===== src/rtl/sswr_consts.vh =====
// Constants of the supply supervisor and watchdog reset block
`ifndef SSWR_CONSTS_VH
`define SSWR_CONSTS_VH
`define SSWR_CLK_HZ 25000000
`define SSWR_RST_DELAY_MS 200
`define SSWR_WDOG_TIMEOUT_MS 1600
`define SSWR_RST_DELAY_CYC ((`SSWR_CLK_HZ / 1000) * `SSWR_RST_DELAY_MS)
`define SSWR_WDOG_CYC ((`SSWR_CLK_HZ / 1000) * `SSWR_WDOG_TIMEOUT_MS)
`define SSWR_CNT_W 26
`define SSWR_PAGE_BYTES 16
`define SSWR_PAGE_AW 4
`define SSWR_ST_HOLD 2'h0
`define SSWR_ST_DELAY 2'h1
`define SSWR_ST_RUN 2'h2
`endif


===== src/rtl/sswr_top.v =====
// Supply supervisor, manual reset, watchdog, aux flag and write guard
`timescale 1ns/1ps
`default_nettype none
`include "sswr_consts.vh"
module sswr_top #(
    parameter WATCHDOG_VARIANT = 1,
    parameter [25:0] RST_DELAY_CYC = `SSWR_RST_DELAY_CYC,
    parameter [25:0] WDOG_CYC = `SSWR_WDOG_CYC
) (
    input wire I_CLK,
    input wire I_RESET,
    input wire I_SUPPLY_OK,
    input wire I_AUX_SENSE_INPUT,
    input wire I_WATCHDOG_KICK_INPUT,
    input wire I_RESET_N_PIN,
    output reg O_RESET_N_OE_N,
    output reg O_RESET_HI,
    output reg O_RESET_HI_EN,
    output reg O_AUX_LOW_FLAG_OE_N,
    input wire I_WR_REQ,
    input wire [`SSWR_PAGE_AW-1:0] I_WR_ADDR,
    input wire [7:0] I_WR_DATA,
    input wire [`SSWR_PAGE_AW-1:0] I_RD_ADDR,
    output wire [7:0] O_RD_DATA,
    output reg O_WR_BLOCKED,
    input wire I_SDA_DRIVE_LOW,
    output wire O_SDA_OUT,
    output reg O_SDA_OE_N
);
    // Counter step, saturating at zero
    function [25:0] cnt_dec;
        input [25:0] v;
        begin
            cnt_dec = (v == 26'h0000000) ? 26'h0000000 : v - 26'h0000001;
        end
    endfunction

    // Reload value of a down counter
    function [25:0] cnt_load;
        input [25:0] v;
        begin
            cnt_load = v - 26'h0000001;
        end
    endfunction

    // Active-high reset output exists
    localparam HAS_HI = (WATCHDOG_VARIANT == 0) ? 1'b1 : 1'b0;

    // Synchronised inputs, kick history and delayed own release
    reg sup_s1_r;
    reg sup_s2_r;
    reg aux_s1_r;
    reg aux_s2_r;
    reg kick_s1_r;
    reg kick_s2_r;
    reg kick_d_r;
    reg pin_s1_r;
    reg pin_s2_r;
    reg own_d1_r;
    reg own_d2_r;

    // Input synchronisers
    always @(posedge I_CLK or posedge I_RESET) begin
        if (I_RESET) begin
            sup_s1_r <= 1'b0;
            sup_s2_r <= 1'b0;
            aux_s1_r <= 1'b0;
            aux_s2_r <= 1'b0;
            kick_s1_r <= 1'b0;
            kick_s2_r <= 1'b0;
            kick_d_r <= 1'b0;
            pin_s1_r <= 1'b1;
            pin_s2_r <= 1'b1;
        end else begin
            sup_s1_r <= I_SUPPLY_OK;
            sup_s2_r <= sup_s1_r;
            aux_s1_r <= I_AUX_SENSE_INPUT;
            aux_s2_r <= aux_s1_r;
            kick_s1_r <= I_WATCHDOG_KICK_INPUT;
            kick_s2_r <= kick_s1_r;
            kick_d_r <= kick_s2_r;
            pin_s1_r <= I_RESET_N_PIN;
            pin_s2_r <= pin_s1_r;
        end
    end

    // Own release delayed by the pin synchroniser depth
    always @(posedge I_CLK or posedge I_RESET) begin
        if (I_RESET) begin
            own_d1_r <= 1'b0;
            own_d2_r <= 1'b0;
        end else begin
            own_d1_r <= O_RESET_N_OE_N;
            own_d2_r <= own_d1_r;
        end
    end

    // Kick edge from synchronised input
    wire kick_edge = kick_s2_r ^ kick_d_r;
    reg [1:0] state_r;
    reg [1:0] state_nxt;
    reg [25:0] dly_r;
    reg [25:0] dly_nxt;
    reg [25:0] wd_r;
    reg [25:0] wd_nxt;
    reg asserted_nxt;
    // Own low drive still in synchroniser is masked
    // pin low while released
    wire manual_req = ~pin_s2_r & O_RESET_N_OE_N & own_d1_r & own_d2_r;
    // Watchdog expiry without a kick
    wire wd_expire = (WATCHDOG_VARIANT != 0) &&
        (state_r == `SSWR_ST_RUN) &&
        (wd_r == 26'h0000000) &&
        !kick_edge;

    // Next-state logic
    always @* begin
        state_nxt = state_r;
        dly_nxt = dly_r;
        wd_nxt = wd_r;
        case (state_r)
            `SSWR_ST_HOLD: begin
                dly_nxt = cnt_load(RST_DELAY_CYC);
                if (sup_s2_r) begin
                    state_nxt = `SSWR_ST_DELAY;
                end
            end
            `SSWR_ST_DELAY: begin
                dly_nxt = cnt_dec(dly_r);
                if (!sup_s2_r || manual_req) begin
                    state_nxt = `SSWR_ST_HOLD;
                end else if (dly_r == 26'h0000000) begin
                    state_nxt = `SSWR_ST_RUN;
                    wd_nxt = cnt_load(WDOG_CYC);
                end
            end
            `SSWR_ST_RUN: begin
                wd_nxt = kick_edge ? cnt_load(WDOG_CYC) : cnt_dec(wd_r);
                if (!sup_s2_r || manual_req || wd_expire) begin
                    state_nxt = `SSWR_ST_HOLD;
                end
            end
            default: begin
                state_nxt = `SSWR_ST_HOLD;
            end
        endcase
        if (state_nxt != `SSWR_ST_RUN) begin
            wd_nxt = 26'h0000000;
        end
        asserted_nxt = (state_nxt != `SSWR_ST_RUN);
    end

    // State and counter registers
    always @(posedge I_CLK or posedge I_RESET) begin
        if (I_RESET) begin
            state_r <= `SSWR_ST_HOLD;
            dly_r <= 26'h0000000;
            wd_r <= 26'h0000000;
        end else begin
            state_r <= state_nxt;
            dly_r <= dly_nxt;
            wd_r <= wd_nxt;
        end
    end

    // Output registers
    always @(posedge I_CLK or posedge I_RESET) begin
        if (I_RESET) begin
            O_RESET_N_OE_N <= 1'b0;
            O_RESET_HI <= 1'b1;
            O_RESET_HI_EN <= 1'b1;
            O_AUX_LOW_FLAG_OE_N <= 1'b0;
            O_WR_BLOCKED <= 1'b1;
            O_SDA_OE_N <= 1'b1;
        end else begin
            O_RESET_N_OE_N <= ~asserted_nxt;
            O_RESET_HI <= HAS_HI & asserted_nxt;
            O_RESET_HI_EN <= HAS_HI;
            // flag low while aux is low
            O_AUX_LOW_FLAG_OE_N <= aux_s2_r;
            O_WR_BLOCKED <= ~sup_s2_r;
            O_SDA_OE_N <= ~I_SDA_DRIVE_LOW;
        end
    end

    assign O_SDA_OUT = 1'b0;

    wire wr_en = I_WR_REQ & ~O_WR_BLOCKED & sup_s2_r;

    sswr_page_mem u_page (
        .i_clk(I_CLK),
        .i_we(wr_en),
        .i_waddr(I_WR_ADDR),
        .i_wdata(I_WR_DATA),
        .i_raddr(I_RD_ADDR),
        .o_rdata(O_RD_DATA)
    );
endmodule
`default_nettype wire


===== src/rtl/sswr_page_mem.v =====
// Sixteen-byte page write buffer with registered read data
`timescale 1ns/1ps
`default_nettype none
`include "sswr_consts.vh"
module sswr_page_mem (
    input wire i_clk,
    input wire i_we,
    input wire [`SSWR_PAGE_AW-1:0] i_waddr,
    input wire [7:0] i_wdata,
    input wire [`SSWR_PAGE_AW-1:0] i_raddr,
    output reg [7:0] o_rdata
);
    reg [7:0] mem [0:`SSWR_PAGE_BYTES-1];
    always @(posedge i_clk) begin
        if (i_we) begin
            mem[i_waddr] <= i_wdata;
        end
        o_rdata <= mem[i_raddr];
    end
endmodule
`default_nettype wire


===== config.mk =====
export PLATFORM = sky130hd
export DESIGN_NAME = sswr_top
export DESIGN_NICKNAME = d
export VERILOG_FILES = /design/src/rtl/sswr_top.v /design/src/rtl/sswr_page_mem.v
export VERILOG_INCLUDE_DIRS = /design/src /design/src/rtl
export SDC_FILE = /design/constraint.sdc
export NUM_CORES = 1
export LEC_CHECK = 0
export BUFFER_PORTS_ARGS = -buffer_cell sky130_fd_sc_hd__buf_2
export CAP_MARGIN = 20
export CORE_MARGIN = 8
export CORE_UTILIZATION = 35
export CTS_CLUSTER_DIAMETER = 120
export DETAILED_ROUTE_END_ITERATION = 16
export GPL_TIMING_DRIVEN = 0
export RECOVER_POWER = 25
export SLEW_MARGIN = 20
export SYNTH_ARGS = -nofsm -noshare
export SYNTH_HDL_FRONTEND = slang
export SYNTH_HIERARCHICAL = 1
export SYNTH_SLANG_ARGS = --single-unit
export TNS_END_PERCENT = 30

===== constraint.sdc =====
create_clock -name I_CLK -period 4.1 [get_ports I_CLK]
set_clock_uncertainty 0.05 [all_clocks]
set_input_delay 0.205 -clock I_CLK [delete_from_list [all_inputs] [get_ports I_CLK]]
set_output_delay 0.205 -clock I_CLK [all_outputs]
set_load 0.02 [all_outputs]

* After elaboration in Yosys (flattened, before gate mapping) *
Memory sizes are Yosys's and may differ from the RTL's. A register that Yosys moved wholly into a read port is not among the register bits.
Index checks and enable logic that the tools add are counted.

cells by class
  reduce and logical (&&, ||, !) cells = 12
  multiplexer cells = 15
  add/sub/neg operators = 2
  bitwise gates (word level) = 11
  equality and inequality tests = 5

operators with widths
  operator                 count
  $mux W26                 6
  $pmux W26 S2             2
  $logic_not A26 Y1        2
  $sub A26 B1 Y26 const B  2
  $mux W2                  4
  $ne A3 B3 Y1 const B     2
  $pmux W2 S3              1
  $and A1 B1 Y1            5
  $not A1 Y1               5
  $reduce_and A3 Y1        1
  $reduce_bool A3 Y1       1
  $eq A2 B1 Y1 const B     1
  $eq A2 B2 Y1 const B     1
  $logic_and A1 B1 Y1      2
  $logic_not A1 Y1         2
  $logic_not A2 Y1         1
  $logic_or A1 B1 Y1       2
  $mux W1                  2
  $ne A2 B2 Y1 const B     1
  $reduce_bool A2 Y1       1
  $xor A1 B1 Y1            1

storage, ports and cells
  input port bits = 24
  memories kept = 1
  register bits after elaboration = 70
  output and inout bits = 15
  RAM bits = 128

memory list
  memory      words  width  read ports  clocked after memory_dff  write ports  RTL line            source
  u_page.mem  16     8      1           1                         1            sswr_page_mem.v:13  reg [7:0] mem [0:`SSWR_PAGE_BYTES-1];

* Longest topological paths before layout *
Gate-level depths: netlist of run 1.

  depth in word-level cells = 11
  mapped depth = 8
  mapped depth without buffers = 7

* By module *
The synthesis of run 1 kept the hierarchy.

by module, submodules not included
  module         cells an instance  times used  seq. area each (um^2)  area an instance (um^2)
  sswr_page_mem  229                1           4003.8                 5147.4
  sswr_top       391                1           1757.9                 3669.8

* Worst setup path before layout of run 1 *
No wires, ideal clock.

  path type = register to register
  start point = register sup_s2_r
  end point = memory u_page.mem[0][0] (enable)
  setup slack = 1.790 ns
  arrival = 1.876 ns
  setup time = 0.383 ns
  path buffers = 0
  stages on the path, launching flop included = 5
  cells stage by stage = dfrtp_1 -> inv_1 -> nor3b_1 -> or3b_2 -> nor3_1

on the way
  longest elaborated chain between the ends = 3

ends and longest elaborated chain
  element                        RTL line            source
  from (decl)                    sswr_top.v:51       reg sup_s2_r;
  from (signal assigned)         sswr_top.v:76       sup_s2_r <= sup_s1_r;
  $and A1 B1 Y1                  sswr_top.v:188      wire wr_en = I_WR_REQ & ~O_WR_BLOCKED & sup_s2_r;
  net wr_en                      sswr_top.v:188
  $mux W1                        sswr_page_mem.v:15  if (i_we) begin
  $mux W1 (not written as such)  sswr_page_mem.v:16  mem[i_waddr] <= i_wdata;
  to (decl)                      sswr_page_mem.v:13

The timed path passes the listed nets, and every way through them passes these cells.

* Worst setup path after layout of run 1 *
  start point = register sup_s2_r
  end point = memory u_page.mem[2][3] (enable)

The elaborated chain is that of the path after synthesis.

==> results, run 1 <==
- The flow ran to the end, and the final reports show no timing, DRC or antenna violations.
- The global placer's final weighted congestion is 0.796.
- The capturing element type of the critical path is a flop.
- In the synthesized netlist the async set-or-reset flop fraction comes to 34.0%.
- The relative contribution of combinational cells to total power is 5.5%.
- Dividing the detail-routed wire length by the instance count gives 18.6 um.
- The area of the core is 0.0250 mm2.
- Fill cells in the final layout number 2343.
- The number of max-capacitance violations reported is 0.
- The upper clock frequency limit is 0.343 GHz.
- The dominant delay contributor by cell family on the critical path is simple AND/OR/NAND/NOR gates.
- The floorplan has 58 rows.
- Buffers inserted during clock tree synthesis total 23.
- After synthesis, the cell types taking the most area are edfxtp_1, dfrtp_1, mux4_2, mux4_1, a21oi_1.
- The path category of the worst min-delay check is in -> reg.
- The buffers plus inverters on the worst setup path is 1.
- The root buffer cell is clkbuf_16.
- Port buffering added 36 buffers.
- Overall power consumption after layout is estimated at 4.43 mW.
- The worst-case IR drop observed on VDD is 0.310 mV.
- The die is 175 um tall.
- In the global route stage, overall resource usage came out at 12.5%.
- Before antenna repair, the detailed router went through 4 iterations.
- For the finished layout, the period the worst path requires is 2920 ps.
- The routed layout has 5433 vias.
- Net switching is 22.3% of the power.
- In this run, the clock network consumes 43.7% of the power.
- The critical path goes through inv_1 > nor3b_1 > or3b_2 > nor2_1.
- For this run, the number of Yosys warnings is 6.
- Setup repair after global routing left no endpoint under its margin.
- In this run the remaining antenna-violating nets after routing total 0.
- Data arrives at the worst endpoint at 3020 ps.
- In this run the deepest clock path goes through 3 buffers.
- The largest single stage delay on the critical path is 740 ps.
- The power per cell area is 433 mW/mm2.
- The worst-case setup slack after placement is 1220 ps.
- The count of different cell masters after synthesis is 64.
- The cell count after synthesis came out at 620.
- The final layout contains 716 nets.
- The average size of a mapped cell is 14.2 um2.
- The most used flip-flop cell after synthesis is edfxtp_1.
- The proportion of synthesized chip area in sequential cells is 65.3%.
- The number of placed I/O pins is 39.
- The initial antenna violation count is 0.
- Synthesis inferred 206 register bits.
- The number of DRC violations after detailed routing is 0.
- The final worst setup slack is 1180 ps.
- The pin count of the biggest net entering global routing is 43.
- The number of global-route vias before repair is 5412.
- After global routing the overflow that remains totals 0.
- After layout, the worst path uses 71.2% of the clock period.
- The first-pass GRT wire length is 30800 um.
- The share of total power dissipated in sequential elements is 50.8%.
- In this run the tightest slew margin relative to its limit is 40.4%.
- The wire length reported by the detailed router is 19200 um.
- The die covers 0.0305 mm2.
- Along the worst path, the maximum fanout reaches 8.
- The number of antenna diodes in the final layout is 0.
- The accumulated negative setup slack is 0 ps.
- The transition time at the pin with the least slew margin is 892 ps.
- Of all cell types, the one taking the most synthesized area is edfxtp_1.
- The flop-to-flop setup slack is 1180 ps.
- The net load switching power is 989 uW.
- The layout overhead on the synthesized area is 16.0%.
- The clock tree from TritonCTS is done.
- The clock latency on the worst-skew pair is 520 ps.
- The clock-pin slew on the worst setup and hold paths is 60 ps.
- The initial standard-cell utilization of the core is 35.3%.
- In this run the static leakage power is 3.82 nW.
- The per-cell via count in the routed design is 5.24.
- The internal power of the cells totals 3.44 mW.
- The slowest stage of the critical path is the nor3b_1 cell.
- The DRC marker count from the first detailed-route iteration is 375.
- At the end of the flow the core is filled with cells to 41.0%.
- Clock tree synthesis found a total of 206 sinks.
- STA classifies the critical path startpoint as a flop.
- Hold is met by 69.4 ps.
- The worst setup path is of the reg -> reg kind.
- In this run the number of H-tree levels came out at 1.
- The overall die width is 175 um.
- Yosys mapped a number of flops with a built-in enable equal to 128.
- Setup violations remaining at the end of the flow were counted as 0.
- The fraction of post-synthesis cell area in the top cell type by area is 43.6%.
- The worst endpoint required time is 4200 ps.
- The total count of hold-check failures in the final report is 0.
- Detailed placement ended at an HPWL of 12300 um.
- The final count of pins violating max slew is 0.
- The cell area after synthesis is 0.00882 mm2.
- Of the cells placed in the final design, the portion with a size suffix greater than 1 is 18.0%.
[cell usage after synthesis (all sizes together), types with 6 or more instances]
cell and number:
nor2 43, o31ai 6, buf 16, or3 9, dfrtp 65, xor2 7, o21ai 25, dfxtp 8
nor3 27, nand3 17, a21oi 37, nand4 12, mux4 32, nand2 31, a22oi 16, xnor2 7
inv 22, clkbuf 13, nor4 12, a31oi 8, edfxtp 128
[worst register-to-register path: cells and delay by family, from the launching register on]
| family | cells | cell delay, ps |
|---|---|---|
| flops | 1 | 420 |
| buf+inv | 1 | 90 |
| simple gates | 3 | 2000 |
[power by group through the flow]
stage | sequential, mW | combinational (mW) | clock [mW]
6_report | 2.25 | 0.243 | 1.94
5_1_grt | 2.25 | 0.268 | 2.07
4_1_cts | 2.25 | 0.249 | 1.99
3_5_place_dp | 2.29 | 0.243 | 0
3_3_place_gp | 2.29 | 0.237 | 0
2_1_floorplan | 2.30 | 0.135 | 0
[through the flow]
step                cells  instance area (um2)
CTS                  1036                10200
finish               1036                10200
global placement      987                 9410
global route         1036                10200
detailed placement    988                 9460
floorplan             621                 8820
[kinds of logic after synthesis]
| group | synth area share, % |
|---|---|
| AOI/OAI and AO/OA | 9.03 |
| xor gates and xnor gates | 1.39 |
| adders and majority gates | 0.426 |
| buffers and inverters | 3.04 |
| DFF | 65.3 |
| muxes | 8.88 |
| other | 0.0425 |
| and+or+nand+nor | 11.8 |
[registers in the layout, summed over array words and instances, names as in the netlist]
name	cells
kick_s1_r	1
kick_d_r	1
O_RESET_N_OE_N	1
pin_s1_r	1
sup_s1_r	1
dly_r	26
own_d2_r	1
O_AUX_LOW_FLAG_OE_N	1
aux_s2_r	1
O_SDA_OE_N	1
wd_r	26
own_d1_r	1
u_page/mem	128
aux_s1_r	1
O_RESET_HI_EN	1
kick_s2_r	1
O_WR_BLOCKED	1
state_r	2
u_page/o_rdata	8
pin_s2_r	1
sup_s2_r	1
[cells in the final DEF (no fill, tap or decap), types with 6 or more instances in the layout]
| cell type | count |
|---|---|
| a21oi_1 | 35 |
| a22oi_1 | 16 |
| a31oi_1 | 8 |
| buf_2 | 36 |
| clkbuf_1 | 24 |
| clkbuf_16 | 23 |
| clkinv_2 | 7 |
| dfrtp_1 | 65 |
| dfxtp_1 | 8 |
| dlygate4sd3_1 | 6 |
| edfxtp_1 | 128 |
| inv_1 | 21 |
| mux4_1 | 14 |
| mux4_2 | 18 |
| nand2_1 | 31 |
| nand3_1 | 17 |
| nand4_1 | 10 |
| nor2_1 | 43 |
| nor3_1 | 21 |
| nor3_2 | 6 |
| nor4_1 | 6 |
| o21ai_0 | 21 |
| o31ai_1 | 6 |
| or3_1 | 9 |
| xnor2_1 | 7 |
| xor2_1 | 7 |
[repair_timing]
action	4_1_cts	5_1_grt
setup endpoints to repair	0	0
gates resized for setup	0	0
setup buffers	0	0
hold endpoints to repair	33	0
hold buffers	6	0
[final timing paths]
path | startpoint | end | cells after the start
max | sup_s2_r | u_page/mem[2][3] | 4
min | I_WR_DATA[2] | u_page/mem[10][2] | 1
max reg2reg | sup_s2_r | u_page/mem[2][3] | 4
min reg2reg | sup_s1_r | sup_s2_r | 0
max in group asynchronous | I_RESET | O_WR_BLOCKED | 4
min in group asynchronous | I_RESET | dly_r[21] | 3
[per-layer routing]
| metal | global-route usage, % | wire length [um] | vias up |
|---|---|---|---|
| met2 | 20.0 | 8890 | 124 |
| met4 | 3.39 | 461 | 0 |
| li1 | - | - | 2547 |
| met5 | 0 | 0 | - |
| met3 | 2.44 | 1050 | 30 |
| met1 | 17.1 | 8840 | 2732 |
[area by class of cell]
| type | instances | area, um2 | area share (%) |
|---|---|---|---|
| Clock buffer | 31 | 646 | 6.31 |
| Timing Repair Buffer | 43 | 259 | 2.53 |
| Tap cell | 330 | 413 | 4.04 |
| Inverter | 22 | 85.1 | 0.832 |
| Clock inverter | 11 | 70.1 | 0.685 |
| Buffer | 32 | 185 | 1.81 |
| Sequential cell | 206 | 5760 | 56.3 |
| Multi-Input combinational cell | 361 | 2810 | 27.5 |
(Power assumes the default switching activity.)
==> run 2, diff against run 1 <==
==> constraint.sdc (replaced) <==
create_clock -name I_CLK -period 3 [get_ports I_CLK]
set_clock_uncertainty 0.05 [all_clocks]
set_input_delay 0.15 -clock I_CLK [delete_from_list [all_inputs] [get_ports I_CLK]]
set_output_delay 0.15 -clock I_CLK [all_outputs]
set_load 0.02 [all_outputs]
==> results, run 2 (synthesis gave the netlist of run 1 again) <==
- The total count of hold-check failures in the final report is 0 (unchanged).
- The initial antenna violation count is 0 (unchanged).
- The net load switching power is 1.35 mW (+37%).
- The remaining number of nets flagged by the antenna check after routing is 0 (unchanged).
- The start point of the critical path is wd_r[14].
- The depth of the worst hold-timing path is 2 (+1).
- The detailed-route via count is 5431 (-0.037%).
- The worst-case setup slack after placement came to 121 ps (-1100 ps).
- The share of cells above drive strength 1 is 18.5% (+0.50 points).
- The number of logic stages on the critical path including buffering is 7 (+3).
- The pin count of the biggest net entering global routing is 43 (unchanged).
- The overall die area came to 0.0305 mm2 (unchanged).
- The die height came to 175 um (unchanged).
- The flip-flop count of the largest register, all copies and words added is 128 (unchanged).
- The number of buffers created by CTS was 23 (unchanged).
- The critical-path maximum fanout came to 10 (+2).
- The clock-pin slew on the worst setup and hold paths came to 60 ps (about the same).
- The max-slew headroom at the worst pin came to 3.49% (-37 points).
- The area of the multi-input gates is 0.00282 mm2 (+0.36%).
- The clock latency on the worst-skew pair is 520 ps (about the same).
- The leakage dissipation is 3.86 nW (+0.94%).
- The accumulated negative setup slack is 0 ps (unchanged).
- The buffers plus inverters on the worst setup path is 2 (+1).
- Setup repair after global routing left no endpoint under its margin.
- The number of placed I/O pins came to 39 (unchanged).
- The final worst setup slack is 320 ps (-861 ps).
- The worst-case vdd ir drop is 0.423 mV (+36%).
- The cell area reported after detailed placement is 0.00946 mm2 (unchanged).
- The layout overhead on the synthesized area is 17.1%.
- The number of DRC violations after detailed routing was 0 (unchanged).
- The total internal power is 4.71 mW (+37%).
- CTS placed an instance of clkbuf_16 at the clock tree root.
- The transition time at the pin with the least slew margin is 1440 ps (+548 ps).
- The largest stage delay on the critical path is 480 ps (-260 ps).
- The final core area utilization is 41.3% (+0.37 points).
- The aggregate global routing overflow is 0 (unchanged).
- The start point of the worst min-delay path is I_WR_ADDR[0].
- The type of the setup path with the least slack is reg -> reg.
- The antenna diode count is 0 (unchanged).
- The average routed wire per standard cell came to 18.5 um (-0.27%).
- The total of fill cells in the finished design is 2330 (-0.55%).
- The H-tree depth reported by CTS came to 1 (unchanged).
- The path category of the worst min-delay check is in -> reg.
- The worst endpoint required time came to 3300 ps (-900 ps).
- The final setup violation count was 0 (unchanged).
- The share of total power in the clock network was 43.7% (about the same).
- The top cell types in the final layout, fill and taps aside, are edfxtp_1, dfrtp_1, nor2_1.
- The overall die width is 175 um (unchanged).
- The relative contribution of combinational cells to total power was 5.6% (about the same).
- The DRC marker count from the first detailed-route iteration is 370 (-1.3%).
- The worst setup path is launched from a flop.
- The number of max-capacitance violations reported is 0 (unchanged).
- The sequential group share of total power is 50.7% (about the same).
- The area of the core is 0.0250 mm2 (unchanged).
- The CTS sink count is 206 (unchanged).
- The ratio of final minimum period to clock period was 89.3% (+18 points).
- The final count of pins violating max slew is 0 (unchanged).
- The power per cell area is 587 mW/mm2 (+36%).
- The global-route total usage across every layer was 12.6% (+0.065 points).
- The data arrival time of the critical path came to 2980 ps (-40 ps).
- The capturing element type of the critical path is a flop.
- The per-cell via count in the routed design was 5.20 (-0.80%).
- The upper clock frequency limit is 0.373 GHz (+8.9%).
- The first-pass iteration count of the detailed router is 5 (+1).
- TritonCTS built the clock tree.
- The number of input and output port buffers inserted is 36 (unchanged).
- The switching fraction of total power is 22.3% (about the same).
- The path depth of the worst reg2reg path is 7 (+3).
- The initial standard-cell utilization of the core is 35.3% (unchanged).
- The final instance area is 0.0103 mm2 (+0.89%).
- The first-pass GRT wire length was 31000 um (+0.63%).
- The flow ran to the end, and the final reports show no timing, DRC or antenna violations.
- The register area is 0.00576 mm2 (unchanged).
- The most frequent standard cell in the layout excluding fill and tap cells is edfxtp_1.
- The wire length reported by the detailed router was 19300 um (+0.50%).
- The number of global-route vias before repair is 5448 (+0.67%).
- In the final layout, the registers with the most flip-flops are u_page/mem x128, dly_r x26, wd_r x26.
- The total power is 6.06 mW (+37%).
- The startpoint identified for the worst register-to-register timing path is wd_r[14].
- The global placer's final weighted congestion is 0.796 (unchanged).
- The number of standard-cell rows in the floorplan is 58 (unchanged).
- The signal on the critical path passes through nor3_1 > and2_1 > clkbuf_1 > nand4_1 > a21oi_2 > buf_2 > a31oi_1.
- The maximum buffer depth of the clock tree came to 3 (unchanged).
- The final critical path time including I/O delays and setup is 2680 ps (-239 ps).
- The highest-delay cell along the critical path is nor3_1.
- The register with the most flip-flops is u_page/mem.
- The layout net count is 724 (+1.1%).
- The detailed-placement wirelength estimate is 12300 um (unchanged).
- Grouping stages by cell kind, the critical path spends the most delay in simple AND/OR/NAND/NOR gates.
run 2: cell types whose count changed in the layout (fill, tap and decap cells not counted), sizes merged:
cell,previous run,this run
clkbuf,51,49
dlygate4sd3,6,14
buf,46,48
clkinvlp,1,2
inv,23,22
run 2: path summary, 6_finish.rpt:
kind | to | slack, ps
hold / removal | u_page/mem[12][5] | 90
min in group asynchronous | O_AUX_LOW_FLAG_OE_N | 450
setup / recovery | wd_r[21] | 320
hold reg to reg | sup_s2_r | 300
max in group asynchronous | O_WR_BLOCKED | 1600
setup reg to reg | wd_r[21] | 320
run 2: area by class of cell:
type                            instances  share of cell area, %
Clock inverter                         11                  0.679
Inverter                               22                  0.812
Multi-Input combinational cell        361                   27.3
Clock buffer                           31                   6.25
Buffer                                 32                   1.79
Sequential cell                       206                   55.8
Tap cell                              330                   4.00
Timing Repair Buffer                   51                   3.31
run 2: layer usage:
metal,up-vias,wire (um),GRT usage (%)
li1,2562,-,-
met1,2714,8960,17.2
met2,125,8940,20.1
met3,30,968,2.48
met4,0,461,3.39
met5,-,0,0
run 2: worst register-to-register path, stage by stage (launching register included):
cell      delay, ps
dfrtp_1         430
nor3_1          480
and2_1          200
clkbuf_1        280
nand4_1         180
a21oi_2         470
buf_2           360
a31oi_1          70
run 2: power by group through the flow:
stage	combinational [mW]	clock (mW)	sequential [mW]
after floorplan	0.184	0	3.15
final	0.342	2.65	3.07
after detailed placement	0.332	0	3.13
after global routing	0.377	2.82	3.07
after CTS	0.349	2.72	3.07
after global placement	0.324	0	3.13
run 2: metrics by stage:
step / std cells / hold WS, ps
6_report: 1044 / 90.4
5_1_grt: 1044 / 98.2
4_1_cts: 1044 / 79.1
3_5_place_dp: 988 / 131
3_3_place_gp: 987 / 206
2_1_floorplan: 621 / 104
run 2: repair_timing:
action / CTS / global route
hold buffers: 14 / 0
setup endpoints to repair: 0 / 16
gates resized for setup: 0 / 3
endpoints found under the hold margin: 185 / 0
setup buffers: 0 / 0
==> run 3, diff against run 2 <==
--- a/config.mk
+++ b/config.mk
@@ -12,7 +12,6 @@
 export CORE_UTILIZATION = 35
 export CTS_CLUSTER_DIAMETER = 120
 export DETAILED_ROUTE_END_ITERATION = 16
-export GPL_TIMING_DRIVEN = 0
 export RECOVER_POWER = 25
 export SLEW_MARGIN = 20
 export SYNTH_ARGS = -nofsm -noshare
==> results, run 3 (synthesis gave the netlist of run 1 again) <==
- The run finished with clean final reports.
- The CTS sink count was 206 (unchanged).
- The number of input and output port buffers inserted is 37 (+2.8%).
- The number of DRC violations after detailed routing came to 0 (unchanged).
- Setup repair after global routing left no endpoint under its margin.
- The die height came to 175 um (unchanged).
- The leakage dissipation was 3.93 nW (+2.0%).
- The maximum buffer depth of the clock tree is 3 (unchanged).
- The transition time at the pin with the least slew margin is 878 ps (-562 ps).
- The largest stage delay on the critical path was 700 ps (+220 ps).
- The global-route total usage across every layer is 11.7% (-0.84 points).
- The first-pass iteration count of the detailed router is 5 (unchanged).
- The final count of pins violating max slew is 0 (unchanged).
- The antenna diode count is 0 (unchanged).
- The largest registers in the layout are u_page/mem x128, dly_r x26, wd_r x26.
- The H-tree depth reported by CTS is 1 (unchanged).
- STA classifies the critical path endpoint as a flop.
- The type of the setup path with the least slack is reg -> reg.
- The initial standard-cell utilization of the core is 35.3% (unchanged).
- The clock-pin slew on the worst setup and hold paths came to 60 ps (about the same).
- The overall die width is 175 um (unchanged).
- The total count of hold-check failures in the final report is 0 (unchanged).
- The number of global-route vias before repair is 5509 (+1.1%).
- The pin count of the biggest net entering global routing is 37 (-14%).
- The global placer's final weighted congestion is 0.796 (about the same).
- CTS placed an instance of clkbuf_16 at the clock tree root.
- The initial antenna violation count is 0 (unchanged).
- The number of standard-cell rows in the floorplan is 58 (unchanged).
- The total power is 6.16 mW (+1.6%).
- The aggregate global routing overflow is 0 (unchanged).
- The worst-case vdd ir drop is 0.391 mV (-7.5%).
- The share of cells above drive strength 1 is 19.2% (+0.70 points).
- The data arrival time of the critical path is 2710 ps (-270 ps).
- The area of the core was 0.0250 mm2 (unchanged).
- The critical-path maximum fanout is 18 (+8).
- The highest-delay cell along the critical path is a21oi_2.
- More flip-flops sit in one register than any other, and that register is u_page/mem.
- The path category of the worst min-delay check is in -> reg.
- The per-cell via count in the routed design is 5.24 (+0.68%).
- The accumulated negative setup slack is 0 ps (unchanged).
- The number of placed I/O pins was 39 (unchanged).
- The overall die area is 0.0305 mm2 (unchanged).
- The most frequent standard cell in the layout excluding fill and tap cells is edfxtp_1.
- The wire length reported by the detailed router is 18100 um (-6.4%).
- The number of buffers created by CTS is 24 (+4.3%).
- The power per cell area is 594 mW/mm2 (+1.1%).
- The worst endpoint required time is 3300 ps (about the same).
- The number of max-capacitance violations reported is 0 (unchanged).
- The average routed wire per standard cell is 17.3 um (-6.4%).
- The total of fill cells in the finished design came to 2297 (-1.4%).
- The upper clock frequency limit is 0.414 GHz (+11%).
- The detailed-route via count is 5468 (+0.68%).
- The ratio of final minimum period to clock period is 80.5% (-8.8 points).
- Leaving out fill and tap cells, the most frequent cells in the layout are edfxtp_1, dfrtp_1, nor2_1.
- The buffers plus inverters on the worst setup path is 0 (-2).
- The layout overhead on the synthesized area is 17.7%.
- The final core area utilization is 41.6% (+0.21 points).
- The flip-flop count of the largest register, all copies and words added is 128 (unchanged).
- The final critical path time including I/O delays and setup is 2420 ps (-264 ps).
- The count of hold buffers inserted by post-cts repair is 14 (unchanged).
- The clock latency on the worst-skew pair is 510 ps (about the same).
- STA classifies the critical path startpoint as a flop.
- The detailed-placement wirelength estimate is 11500 um (-6.3%).
- The remaining number of nets flagged by the antenna check after routing is 0 (unchanged).
- The critical path goes through nor4_1 > and4_1 > nand4_1 > a21oi_2 > nor3_1.
- The total of cells resized after clock tree synthesis is 0 (unchanged).
- The first-pass GRT wire length is 29700 um (-4.0%).
- The layout net count is 723 (-0.14%).
- On the critical path the largest part of the delay comes from simple AND/OR/NAND/NOR gates.
- The final setup violation count was 0 (unchanged).
- The max-slew headroom at the worst pin is 41.5% (+38 points).
- The post-CTS setup buffer count came to 0 (unchanged).
- The clock tree from TritonCTS is done.
- The DRC marker count from the first detailed-route iteration is 381 (+3.0%).
run 3: layout make-up:
cell class	instances	area (um2)	share of cell area, %
multi-input cells	361	2790	26.9
clock buffers	24	601	5.79
clock inverters	20	159	1.53
repair buffers	81	567	5.46
inverters	22	82.6	0.796
well taps	330	413	3.98
flip-flops and latches	206	5760	55.5
run 3: stage by stage:
stage                     cells  area (um2)  worst slack, ps  hold slack, ps
after CTS                  1044       10400              555             130
after detailed placement    986        9480              568             206
final                      1044       10400              584             142
after global placement      986        9480              596             205
after floorplan             621        8820              690             104
after global routing       1044       10400              349             172
run 3: worst paths after layout:
| path | start | end | slack [ps] | cells past startpoint |
|---|---|---|---|---|
| max | wd_r[21] | wd_r[2] | 580 | 5 |
| min | I_RD_ADDR[2] | u_page/o_rdata[4] | 140 | 4 |
| max reg2reg | wd_r[21] | wd_r[2] | 580 | 5 |
| min reg2reg | aux_s1_r | aux_s2_r | 300 | 0 |
| max in group asynchronous | I_RESET | pin_s2_r | 1890 | 4 |
| min in group asynchronous | I_RESET | O_AUX_LOW_FLAG_OE_N | 280 | 3 |
run 3: report_power, final:
group / leakage (nW) / internal (mW) / total, mW / switching [mW]
clock: 0.383 / 1.64 / 2.76 / 1.13
sequential: 2.09 / 3.06 / 3.08 / 0.0207
combinational: 1.45 / 0.126 / 0.318 / 0.192
run 3: routing by layer:
layer	GRT usage, %	vias up	routed length (um)
met5	0	-	0
met4	2.86	0	327
met3	2.24	26	824
met2	19.3	118	8560
met1	15.7	2757	8380
li1	-	2567	-
run 3: worst register-to-register path: stages (launching register included):
cell,delay [ps]
dfrtp_1,440
nor4_1,460
and4_1,350
nand4_1,130
a21oi_2,700
nor3_1,140
